`config.mk`:
```
export PLATFORM = sky130hd
export DESIGN_NAME = i2c_status_flags
export DESIGN_NICKNAME = d
export VERILOG_FILES = /design/src/include/flag_pkg.sv /design/src/include/flag_evt_if.sv /design/src/logic/i2c_status_flags.sv /design/src/logic/irq_event_unit.sv
export SDC_FILE = /design/constraint.sdc
export NUM_CORES = 1
export LEC_CHECK = 0
export ABC_AREA = 1
export BUFFER_PORTS_ARGS = -buffer_cell sky130_fd_sc_hd__buf_2
export CAP_MARGIN = 15
export CORE_MARGIN = 2
export CORE_UTILIZATION = 39
export CTS_CLUSTER_SIZE = 40
export DETAILED_ROUTE_END_ITERATION = 12
export GPL_ROUTABILITY_DRIVEN = 0
export PLACE_DENSITY = 0.9
export SYNTH_ARGS = -nofsm -noshare
export SYNTH_HDL_FRONTEND = slang
export SYNTH_HIERARCHICAL = 1
export SYNTH_SLANG_ARGS = --single-unit
```
`constraint.sdc`:
```
create_clock -name clk -period 1.3 [get_ports clk]
set_input_delay 0.13 -clock clk [delete_from_list [all_inputs] [get_ports clk]]
set_output_delay 0.13 -clock clk [all_outputs]
set_load 0.005 [all_outputs]
```
`src/include/flag_pkg.sv`:
```
// Constants and types for the I2C status flag logic
// Behaviour
// - The master data request flag (status bit 3) is set while a started master transmitter has no data left.
// - With the master transmit FIFO empty and no stop flag on the last byte, SCL is held low until a byte arrives.
// - A write into the master transmit FIFO clears the master data request flag.
// - After each sent byte the acknowledge is sampled and a missing one sets the no-ack flag (status bit 2).
// - Only a write into the master transmit FIFO clears the no-ack flag.
// - While transmitting, SDA sampled low while the own drive is high sets the arbitration lost flag (bit 1).
// - Writing a one to status bit 1 clears the arbitration lost flag.
// - A successful master transaction sets the transaction done flag (status bit 0).
// - Writing a one to status bit 0 clears the transaction done flag.
// - A transaction finished as slave leaves the transaction done flag unchanged.
// - The slave data request flag reads one from its set condition until a write into the slave transmit FIFO clears it.
// - Empty slave FIFO after an acknowledged byte sets the slave data request flag (bit 4) and holds SCL low.
package flag_pkg;
   localparam int          DATA_W      = 32;
   localparam int          ADDR_W      = 32;
   localparam int          FLAG_N      = 5;
   localparam logic [31:0] STATUS_ADDR = 32'hE0100304;
   localparam logic [31:0] MASK_ADDR   = 32'hE0100310;
   localparam logic [31:0] EVENT_ADDR  = 32'hE0100314;
   localparam int          DONE_BIT    = 0;
   localparam int          ARB_BIT     = 1;
   localparam int          NACK_BIT    = 2;
   localparam int          MDR_BIT     = 3;
   localparam int          SDR_BIT     = 4;
   localparam logic [4:0]  STATUS_RST  = 5'h00;
   localparam logic [4:0]  MASK_RST    = 5'h00;
   localparam logic [4:0]  EVENT_RST   = 5'h00;
   localparam logic [31:0] RDATA_RST   = 32'h00000000;
   typedef logic [FLAG_N-1:0] flags_type;
endpackage

```
`src/include/flag_evt_if.sv`:
```
// Carrier between the status flag logic and its interrupt unit
`timescale 1ns/1ps
interface flag_evt_if;
   import flag_pkg::*;
   flags_type evt;
   flags_type mask_wdata;
   logic      mask_wr;
   logic      clr_rd;
   flags_type pending;
   flags_type mask;
   logic      irq;
   modport src  (output evt, mask_wdata, mask_wr, clr_rd, input pending, mask, irq);
   modport unit (input evt, mask_wdata, mask_wr, clr_rd, output pending, mask, irq);
endinterface

```
`src/logic/i2c_status_flags.sv`:
```
// Status flag logic of the I2C controller with register port and interrupt
`timescale 1ns/1ps
module i2c_status_flags
   import flag_pkg::*;
(
   input  wire logic                    clk,
   input  wire logic                    rst_n,
   input  wire logic [flag_pkg::ADDR_W-1:0] addr,
   input  wire logic [flag_pkg::DATA_W-1:0] wdata,
   input  wire logic                    wr,
   input  wire logic                    rd,
   output logic [flag_pkg::DATA_W-1:0]  rdata,
   input  wire logic                    master_active,
   input  wire logic                    master_fifo_empty,
   input  wire logic                    last_byte_stop,
   input  wire logic                    master_fifo_write,
   input  wire logic                    ack_sample,
   input  wire logic                    ack_missing,
   input  wire logic                    transmitting,
   input  wire logic                    own_data_line_drive,
   input  wire logic                    sda_in,
   input  wire logic                    transaction_done,
   input  wire logic                    slave_mode,
   input  wire logic                    slave_tx_active,
   input  wire logic                    slave_fifo_empty,
   input  wire logic                    slave_last_acked,
   input  wire logic                    slave_fifo_write,
   output logic [flag_pkg::FLAG_N-1:0]  bus_status_flags,
   output logic                         hold_scl_low,
   output logic                         irq
);
   import flag_pkg::*;

   typedef struct packed {
      flags_type           status;
      logic                hold;
      logic [DATA_W-1:0]   rdata;
   } flag_state_type;

   flag_state_type st_reg;
   flag_state_type st_next;

   flag_evt_if ev ();

   logic master_starved;
   logic slave_starved;
   logic arb_lost;
   logic master_done;
   logic nack_seen;
   logic status_wr;
   logic mask_hit_wr;
   logic event_rd;

   always_comb begin
      // Master transmitter out of data mid-transfer
      master_starved = master_active & master_fifo_empty & ~last_byte_stop;
      slave_starved  = slave_tx_active & slave_fifo_empty & slave_last_acked;
      arb_lost       = transmitting & own_data_line_drive & ~sda_in;
      master_done    = transaction_done & ~slave_mode;
      nack_seen      = ack_sample & ack_missing;
      status_wr      = wr && (addr == STATUS_ADDR);
      mask_hit_wr    = wr && (addr == MASK_ADDR);
      event_rd       = rd && (addr == EVENT_ADDR);
   end

   always_comb begin
      st_next = st_reg;

      // Starvation flags set on their condition and hold until a FIFO write; the write wins since
      // the condition still shows empty in the write cycle and would re-set it.
      st_next.status[MDR_BIT] = (st_reg.status[MDR_BIT] | master_starved) & ~master_fifo_write;
      st_next.status[SDR_BIT] = (st_reg.status[SDR_BIT] | slave_starved) & ~slave_fifo_write;

      // No-ack: only a master FIFO write clears, a new miss wins
      st_next.status[NACK_BIT] = (st_reg.status[NACK_BIT] & ~master_fifo_write) | nack_seen;

      // Write-one-to-clear flags; zero bits in the write leave them alone
      st_next.status[ARB_BIT] = (st_reg.status[ARB_BIT] & ~(status_wr & wdata[ARB_BIT])) | arb_lost;
      st_next.status[DONE_BIT] = (st_reg.status[DONE_BIT] & ~(status_wr & wdata[DONE_BIT])) | master_done;

      // Clock stretch whenever either transmitter is starved
      st_next.hold = st_next.status[MDR_BIT] | st_next.status[SDR_BIT];

      // Read data valid only in the cycle after the strobe
      st_next.rdata = RDATA_RST;
      if (rd) begin
         case (addr)
            STATUS_ADDR: st_next.rdata = {{(DATA_W-FLAG_N){1'b0}}, st_reg.status};
            MASK_ADDR:   st_next.rdata = {{(DATA_W-FLAG_N){1'b0}}, ev.mask};
            EVENT_ADDR:  st_next.rdata = {{(DATA_W-FLAG_N){1'b0}}, ev.pending};
            default:     st_next.rdata = RDATA_RST;
         endcase
      end
   end

   always_ff @(posedge clk or negedge rst_n) begin
      if (!rst_n) begin
         st_reg <= '{status: STATUS_RST, hold: 1'b0, rdata: RDATA_RST};
      end else begin
         st_reg <= st_next;
      end
   end

   // Rising flags become interrupt events
   assign ev.evt        = st_next.status & ~st_reg.status;
   assign ev.mask_wr    = mask_hit_wr;
   assign ev.mask_wdata = wdata[FLAG_N-1:0];
   assign ev.clr_rd     = event_rd;

   irq_event_unit #(
      .EVT_N (FLAG_N)
   ) u_irq (
      .clk   (clk),
      .rst_n (rst_n),
      .ev    (ev)
   );

   assign rdata            = st_reg.rdata;
   assign bus_status_flags = st_reg.status;
   assign hold_scl_low     = st_reg.hold;
   assign irq              = ev.irq;
endmodule // i2c_status_flags

```
`src/logic/irq_event_unit.sv`:
```
// Sticky event bits, mask and level interrupt
`timescale 1ns/1ps
module irq_event_unit
   import flag_pkg::*;
#(
   parameter int EVT_N = FLAG_N
) (
   input  wire logic clk,
   input  wire logic rst_n,
   flag_evt_if.unit  ev
);
   import flag_pkg::*;

   typedef struct packed {
      flags_type pending;
      flags_type mask;
      logic      irq;
   } unit_state_type;

   unit_state_type st_reg;
   unit_state_type st_next;

   if (EVT_N != FLAG_N) begin : g_chk
      $error("irq_event_unit: EVT_N must equal FLAG_N");
   end

   always_comb begin
      st_next = st_reg;
      if (ev.mask_wr) begin
         st_next.mask = ev.mask_wdata;
      end
      // New events win over the read that clears
      st_next.pending = (st_reg.pending & ~{FLAG_N{ev.clr_rd}}) | ev.evt;
      st_next.irq = |(st_next.pending & st_next.mask);
   end

   always_ff @(posedge clk or negedge rst_n) begin
      if (!rst_n) begin
         st_reg <= '{pending: EVENT_RST, mask: MASK_RST, irq: 1'b0};
      end else begin
         st_reg <= st_next;
      end
   end

   assign ev.pending = st_reg.pending;
   assign ev.mask    = st_reg.mask;
   assign ev.irq     = st_reg.irq;
endmodule // irq_event_unit

```
==> flow_summary.json, run 1 <==
{
  "cp_max_fo": 5,
  "worstPathRequired_ns": 1.45,
  "core_area_mm2": 0.003689,
  "die_x_um": 66.00,
  "drtIter0Drc": 62,
  "clk_latency_ns": 0.25,
  "hold_viol_final": 0,
  "start_kind": "input port",
  "clkPwrFrac_pct": 33.6,
  "p_sw_share_pct": 23.93,
  "clock_sinks": 22,
  "drtPass1Iterations": 4,
  "start_util_pct": 40.64,
  "muxShareOfSynthArea_pct": 0,
  "met3_usage_pct": 2.215,
  "grt_use_total_pct": 15.18,
  "synth_xor_area_share_pct": 0,
  "ys_top_cells_by_area": "dfrtp_1 37%, nand2_1 14%, buf_4 14%",
  "synth_area_leader_cell": "dfrtp_1",
  "r2r-start": "bus_status_flags[3]",
  "layout-drive-gt1-share_pct": 33.79,
  "synth_seq_cells": 22,
  "port_buffers": 67,
  "min_path_cells": 2,
  "antenna_found_initial": 0,
  "die_area_mm2": 0.004355,
  "synth_top_family_by_area": "simple AND/OR/NAND/NOR gates",
  "avgSynthCellArea_um2": 7.037,
  "cts-root-buf": "clkbuf_8",
  "hold_ws_ns": 0.05965,
  "fmax_ghz": 0.8321,
  "clk_pin_slew_ns": 0.08,
  "cp.arrival_ns": 1.35,
  "end_kind": "register",
  "fin_cells": 341,
  "tns_ns": 0,
  "finalCoreUtilization_pct": 52.41,
  "intPower_mw": 1.078,
  "p_seq_share_pct": 51.0,
  "floorplan.io_pins": 122,
  "min_to": "bus_status_flags[4]",
  "fp-row-count": 22,
  "gr-usage-met1_pct": 16.65,
  "antennaDiodeCount": 0,
  "via_per_inst": 4.191,
  "vias": 1429,
  "drv_slew": 0,
  "synth_compound_area_share_pct": 2.588,
  "pwr-share-comb_pct": 15.4,
  "grt_max_degree": 23,
  "syn2layout_area_growth_pct": 28.96,
  "fin_skew_ns": 0.001477,
  "ant_nets": 0,
  "die_h_um": 66.00,
  "hold_path_class": "in -> reg",
  "finalCritPeriodShare_pct": 92.44,
  "p_sw_mw": 0.3391,
  "yosys.area_share.simple_pct": 35.89,
  "grt_pass1_wl_um": 5175,
  "cts_tree": "yes",
  "path_class": "in -> reg",
  "vdd.ir_drop.worst_mv": 0.3511,
  "clockBufferDepth": 2,
  "regToRegSetupSlack_ns": 0.12,
  "wirelength_um": 3250,
  "reg2reg_to": "u_irq/ev.irq",
  "max_cap_viol_count": 0,
  "synth_cell_types": 20,
  "finalSetupViolCount": 0,
  "dp.cells": 336,
  "seq_area_frac_synth_pct": 36.73,
  "synth_area_mm2": 0.001499,
  "wire_per_inst_um": 9.531,
  "min_from": "slave_fifo_write",
  "drc": 0,
  "synthAdderAreaFrac_pct": 0,
  "post-dp-hpwl_um": 2723,
  "leakage_nw": 1.221,
  "status": "finished, final reports clean",
  "met2_usage_pct": 29.42,
  "rsz0062_at_grt": "yes",
  "busiest_layer": "met2",
  "rr_worst_depth": 8,
  "overflow": 0,
  "yosys_warnings": 6,
  "grt_pass1_vias": 1311,
  "cts.htree.levels": 1,
  "syn_inst": 213,
  "powerDensity_mw_per_mm2": 733.1,
  "yosysTopAreaCellShare_pct": 36.73,
  "finalCriticalPeriod_ns": 1.202,
  "cts_buffers": 3,
  "final_nets": 377
}
## per-stage QoR
stage | power (mW) | instance area (um^2) | worst slack, ns
2_1_floorplan | 0.8805 | 1604 | -0.1668
5_1_grt | 1.499 | 1933 | -0.09065
3_3_place_gp | 0.9416 | 1864 | -0.1510
6_report | 1.417 | 1933 | 0.09825
3_5_place_dp | 0.9501 | 1864 | -0.1683
4_1_cts | 1.420 | 1929 | 0.07523
## synth_stat cells, drive strengths merged
cell type / number
nand3b: 1
a31oi: 1
o22ai: 1
a21oi: 3
inv: 42
nor3: 2
conb: 1
dfrtp: 22
nand3: 22
buf: 28
nand2: 62
nor2: 26
or2: 2
## state kept, by name (all words and copies together) (netlist names)
name              cells
bus_status_flags      5
hold_scl_low          1
rdata                 5
u_irq/ev.irq          1
u_irq/ev.mask         5
u_irq/ev.pending      5
## worst max path at each step
stage | from | end | slack, ns | cells after the start
6_report | addr[19] | u_irq/ev.irq | 0.1 | 15
5_1_grt | addr[17] | u_irq/ev.irq | -0.09 | 15
4_1_cts | bus_status_flags[3] | u_irq/ev.irq | 0.08 | 8
3_5_place_dp | addr[27] | u_irq/ev.irq | -0.17 | 15
3_3_place_gp | addr[17] | u_irq/ev.irq | -0.15 | 15
2_1_floorplan | addr[6] | u_irq/ev.irq | -0.17 | 15
## layer usage
metal | share of wire, % | routed length, um | vias up
met3 | 6.4 | 208 | 2
met2 | 53 | 1715 | 51
li1 | - | - | 741
met4 | 0.77 | 25 | 0
met1 | 40 | 1300 | 635
met5 | 0 | 0 | -
## cell families after synthesis
| group | Yosys count |
|---|---|
| flops | 22 |
| buf+inv | 70 |
| compound gates | 5 |
| simple gates | 115 |
| other cells | 1 |
## area by class of cell
cell class,count,area (um^2)
clock buffer,4,55.05
fill,370,1755
inverter,42,157.7
multi-input combinational,147,689.4
sequential,22,550.5
tap,48,60.06
timing repair buffer,78,420.4
## critical path: stages
cell     delay, ns
buf_2         0.10
nor2_1        0.10
nand2_1       0.06
nor2_1        0.09
nand2_1       0.09
nor2_2        0.12
nand2_1       0.10
nor2_4        0.12
inv_2         0.07
nand2_1       0.07
nand2_2       0.05
nand2_1       0.06
nand2_1       0.05
nor2_1        0.07
nand2_1       0.06
## placed cells by master (no fill, tap or decap)
master and n:
clkbuf_8 4, dfrtp_1 22, nand3b_1 1, nor2_8 2
inv_1 37, buf_2 67, nor3_1 2, nand2_2 3
a21oi_1 1, a21oi_2 1, dlygate4sd3_1 1, nand2_4 2
nor2_1 20, conb_1 27, nor2_2 2, nand3_1 22
or2_1 2, nor2_4 2, a31oi_1 1, a21oi_4 1
nand2_1 57, buf_4 10, o22ai_1 1, inv_2 5
## power by group through the flow
stage	Combinational (mW)	Sequential, mW	Clock, mW
after floorplan	0.147	0.734	0
after global placement	0.207	0.734	0
after detailed placement	0.214	0.736	0
after CTS	0.218	0.722	0.480
after global routing	0.250	0.725	0.524
final	0.218	0.722	0.476
## timing repair
| action | CTS | global route |
|---|---|---|
| buffers inserted | 0 | 0 |
| setup endpoints to repair | 0 | 1 |
| hold buffers | 1 | 0 |
| gates resized for setup | 0 | 2 |
| hold endpoints to repair | 22 | 0 |
Power figures use the tool's default switching activity.
==> run 2, diff against run 1 <==
--- a/config.mk
+++ b/config.mk
@@ -5,15 +5,16 @@
 export SDC_FILE = /design/constraint.sdc
 export NUM_CORES = 1
 export LEC_CHECK = 0
-export ABC_AREA = 1
 export BUFFER_PORTS_ARGS = -buffer_cell sky130_fd_sc_hd__buf_2
 export CAP_MARGIN = 15
 export CORE_MARGIN = 2
-export CORE_UTILIZATION = 39
+export CORE_UTILIZATION = 37
 export CTS_CLUSTER_SIZE = 40
 export DETAILED_ROUTE_END_ITERATION = 12
 export GPL_ROUTABILITY_DRIVEN = 0
+export GPL_TIMING_DRIVEN = 0
 export PLACE_DENSITY = 0.9
+export SLEW_MARGIN = 20
 export SYNTH_ARGS = -nofsm -noshare
 export SYNTH_HDL_FRONTEND = slang
 export SYNTH_HIERARCHICAL = 1
==> run 2 against run 1 <==
Net effect:
- cell area grew 7.6%
- flip-flop and latch count unchanged
- critical endpoint unchanged
- wire length up 7.3%
- cell count decreased by 18%
- the flow now finishes with violations (setup timing)
==> flow_summary.json, run 2 <==
{
  "die_x_um": 64.41,
  "tns_ns": -1.074,
  "hold_viol_final": 0,
  "grt_pass1_wl_um": 5250,
  "end_kind": "register",
  "grt_max_degree": 23,
  "synthArstFlopShare_pct": 100.0,
  "core_area_mm2": 0.003416,
  "vias": 1287,
  "reg2reg_to": "u_irq/ev.irq",
  "path_class": "in -> reg",
  "r2r-start": "bus_status_flags[3]",
  "grt_pass1_vias": 1223,
  "yosysTopAreaCellShare_pct": 40.78,
  "avgSynthCellArea_um2": 10.15,
  "seq_area_frac_synth_pct": 40.78,
  "fin_skew_ns": 0.001331,
  "cts_tree": "yes",
  "synth_seq_cells": 22,
  "wirelength_um": 3487,
  "regToRegSetupSlack_ns": -0.41,
  "port_buffers": 66,
  "max_cap_viol_count": 0,
  "syn2layout_area_growth_pct": 54.12,
  "clockBufferDepth": 2,
  "dp.cells": 271,
  "clk_latency_ns": 0.31,
  "fin_ws_ns": -0.6300,
  "n_fill_cell": 284,
  "hold_path_class": "in -> reg",
  "post-dp-hpwl_um": 2564,
  "path_cells": "buf_8 > nor4bb_4 > nand4_1 > nor3_2 > and4b_2 > mux2_4 > o21a_1 > a221o_1 > a221o_1",
  "rr_worst_depth": 5,
  "layout-drive-gt1-share_pct": 52.34,
  "antenna_found_initial": 0,
  "clk_pin_slew_ns": 0.12,
  "vdd.ir_drop.worst_mv": 0.4152,
  "synth_edf_count": 0,
  "syn_inst": 133,
  "ys_top_cells_by_area": "dfrtp_1 41%, buf_4 15%, mux2_2 5.8%",
  "placedInstanceArea_mm2": 0.001889,
  "finalCriticalPeriod_ns": 1.930,
  "powerDensity_mw_per_mm2": 761.6,
  "status": "complete, but fails checks",
  "ys_top_cells_by_count": "27 x buf_4, 22 x dfrtp_1, 13 x nor2_1",
  "floorplan.io_pins": 122,
  "fin_area_mm2": 0.002081,
  "min_path_cells": 2,
  "fp-row-count": 21,
  "via_per_inst": 4.580,
  "cp_max_fo": 4,
  "drc": 0,
  "grt_use_total_pct": 16.15,
  "synth_area_mm2": 0.001350,
  "pre_cts_ws_ns": -1.030,
  "die_area_mm2": 0.004148,
  "critical_path.max_stage_delay_ns": 0.34,
  "clock_sinks": 22,
  "leakage_nw": 1.074,
  "synthFlopType": "dfrtp_1",
  "yosysMostFrequentCell": "buf_4",
  "final_cell_mix": "58 x buf_2, 29 x buf_4, 27 x conb_1, 22 x dfrtp_1, 13 x nor2_1",
  "worst_path_max_delay_cell": "and4b_2",
  "overflow": 0,
  "drv_slew": 0,
  "finalSetupViolCount": 3,
  "cts-root-buf": "clkbuf_4",
  "synth_area_leader_cell": "dfrtp_1",
  "start_kind": "input port",
  "synth_cell_types": 37,
  "final_nets": 319,
  "yosys_warnings": 6,
  "rsz0062_at_grt": "yes",
  "min_from": "slave_fifo_write",
  "finalCritPeriodShare_pct": 148.5,
  "antennaDiodeCount": 0,
  "cts.htree.levels": 1,
  "start_util_pct": 39.52,
  "min_to": "hold_scl_low",
  "cts_buffers": 3,
  "wire_per_inst_um": 12.41,
  "final_common_cell": "buf_2",
  "drtPass1Iterations": 4,
  "drtIter0Drc": 80,
  "violations": "setup timing",
  "worstPathRequired_ns": 1.51,
  "ant_nets": 0,
  "hold_ws_ns": 0.03109,
  "fin_cells": 281,
  "fmax_ghz": 0.5181,
  "crit_top_cell": "a221o_1",
  "cp.arrival_ns": 2.14,
  "die_h_um": 64.41
}
## run 2: changes by cell type in the layout (fill, tap and decap cells not counted), moves of 5 or more
cell     before  now
nand2_1      57    3
inv_1        37    3
nand3_1      22    0
buf_4        10   29
buf_2        67   58
buf_6         0    7
nor2_1       20   13
mux2_2        0    6
a22oi_1       0    5
inv_2         5    0
## run 2: metal layers
layer  vias up  global-route usage, %  part of all wire [%]
met5         -                      0                     0
met2        66                  32.03                    55
met3         6                  1.585                   6.4
met4         0                  6.649                   1.4
met1       580                  17.04                    37
li1        635                      -                     -
## run 2: cell type report
cell class                 instances  area (um^2)  area share, %
buffer                            29        210.2          10.10
clock buffer                       3        22.52          1.082
clock inverter                     1        30.03          1.443
inverter                           3        11.26         0.5412
multi-input combinational        105        754.5          36.26
sequential                        22        550.5          26.46
tap                               46        57.56          2.766
timing repair buffer              72        444.2          21.35
## run 2: logic make-up after synthesis
logic type	synth area share [%]
other	0.2778
and+or+nand+nor	23.82
muxes	8.063
AOI/OAI and AO/OA	10.66
DFF	40.78
buffers and inverters	16.40
## run 2: how the worst max path moves through the flow
stage	start	endpoint	cells past startpoint
after floorplan	addr[3]	u_irq/ev.irq	8
after global placement	addr[26]	u_irq/ev.irq	9
after detailed placement	addr[26]	u_irq/ev.irq	9
after CTS	addr[6]	u_irq/ev.irq	9
after global routing	addr[26]	u_irq/ev.irq	9
final	addr[26]	u_irq/ev.irq	9
## run 2: what timing repair did
action	4_1_cts	5_1_grt
hold buffers	2	1
setup endpoints to repair	7	7
hold endpoints to repair	23	1
gates resized for setup	12	4
buffers inserted	1	2
pin swaps	4	2
## run 2: power by group
| part | internal [mW] | switching (mW) | leakage, nW |
|---|---|---|---|
| combinational | 0.200 | 0.146 | 0.775 |
| clock | 0.312 | 0.210 | 0.0279 |
| sequential | 0.705 | 0.0119 | 0.272 |
| total | 1.22 | 0.368 | 1.07 |
## run 2: critical path, delay by kind of cell
kind                   cells  cell delay (ns)
AO/OA/AOI/OAI              3             0.64
buffers and inverters      1             0.10
multiplexers               1             0.33
AND/OR/NAND/NOR            4             0.94
## run 2: stage by stage
stage | util (%) | power [mW]
3_3_place_gp | 55.31 | 1.024
4_1_cts | 59.67 | 1.570
6_report | 60.92 | 1.585
5_1_grt | 60.92 | 1.652
3_5_place_dp | 55.31 | 1.033
2_1_floorplan | - | 0.8921
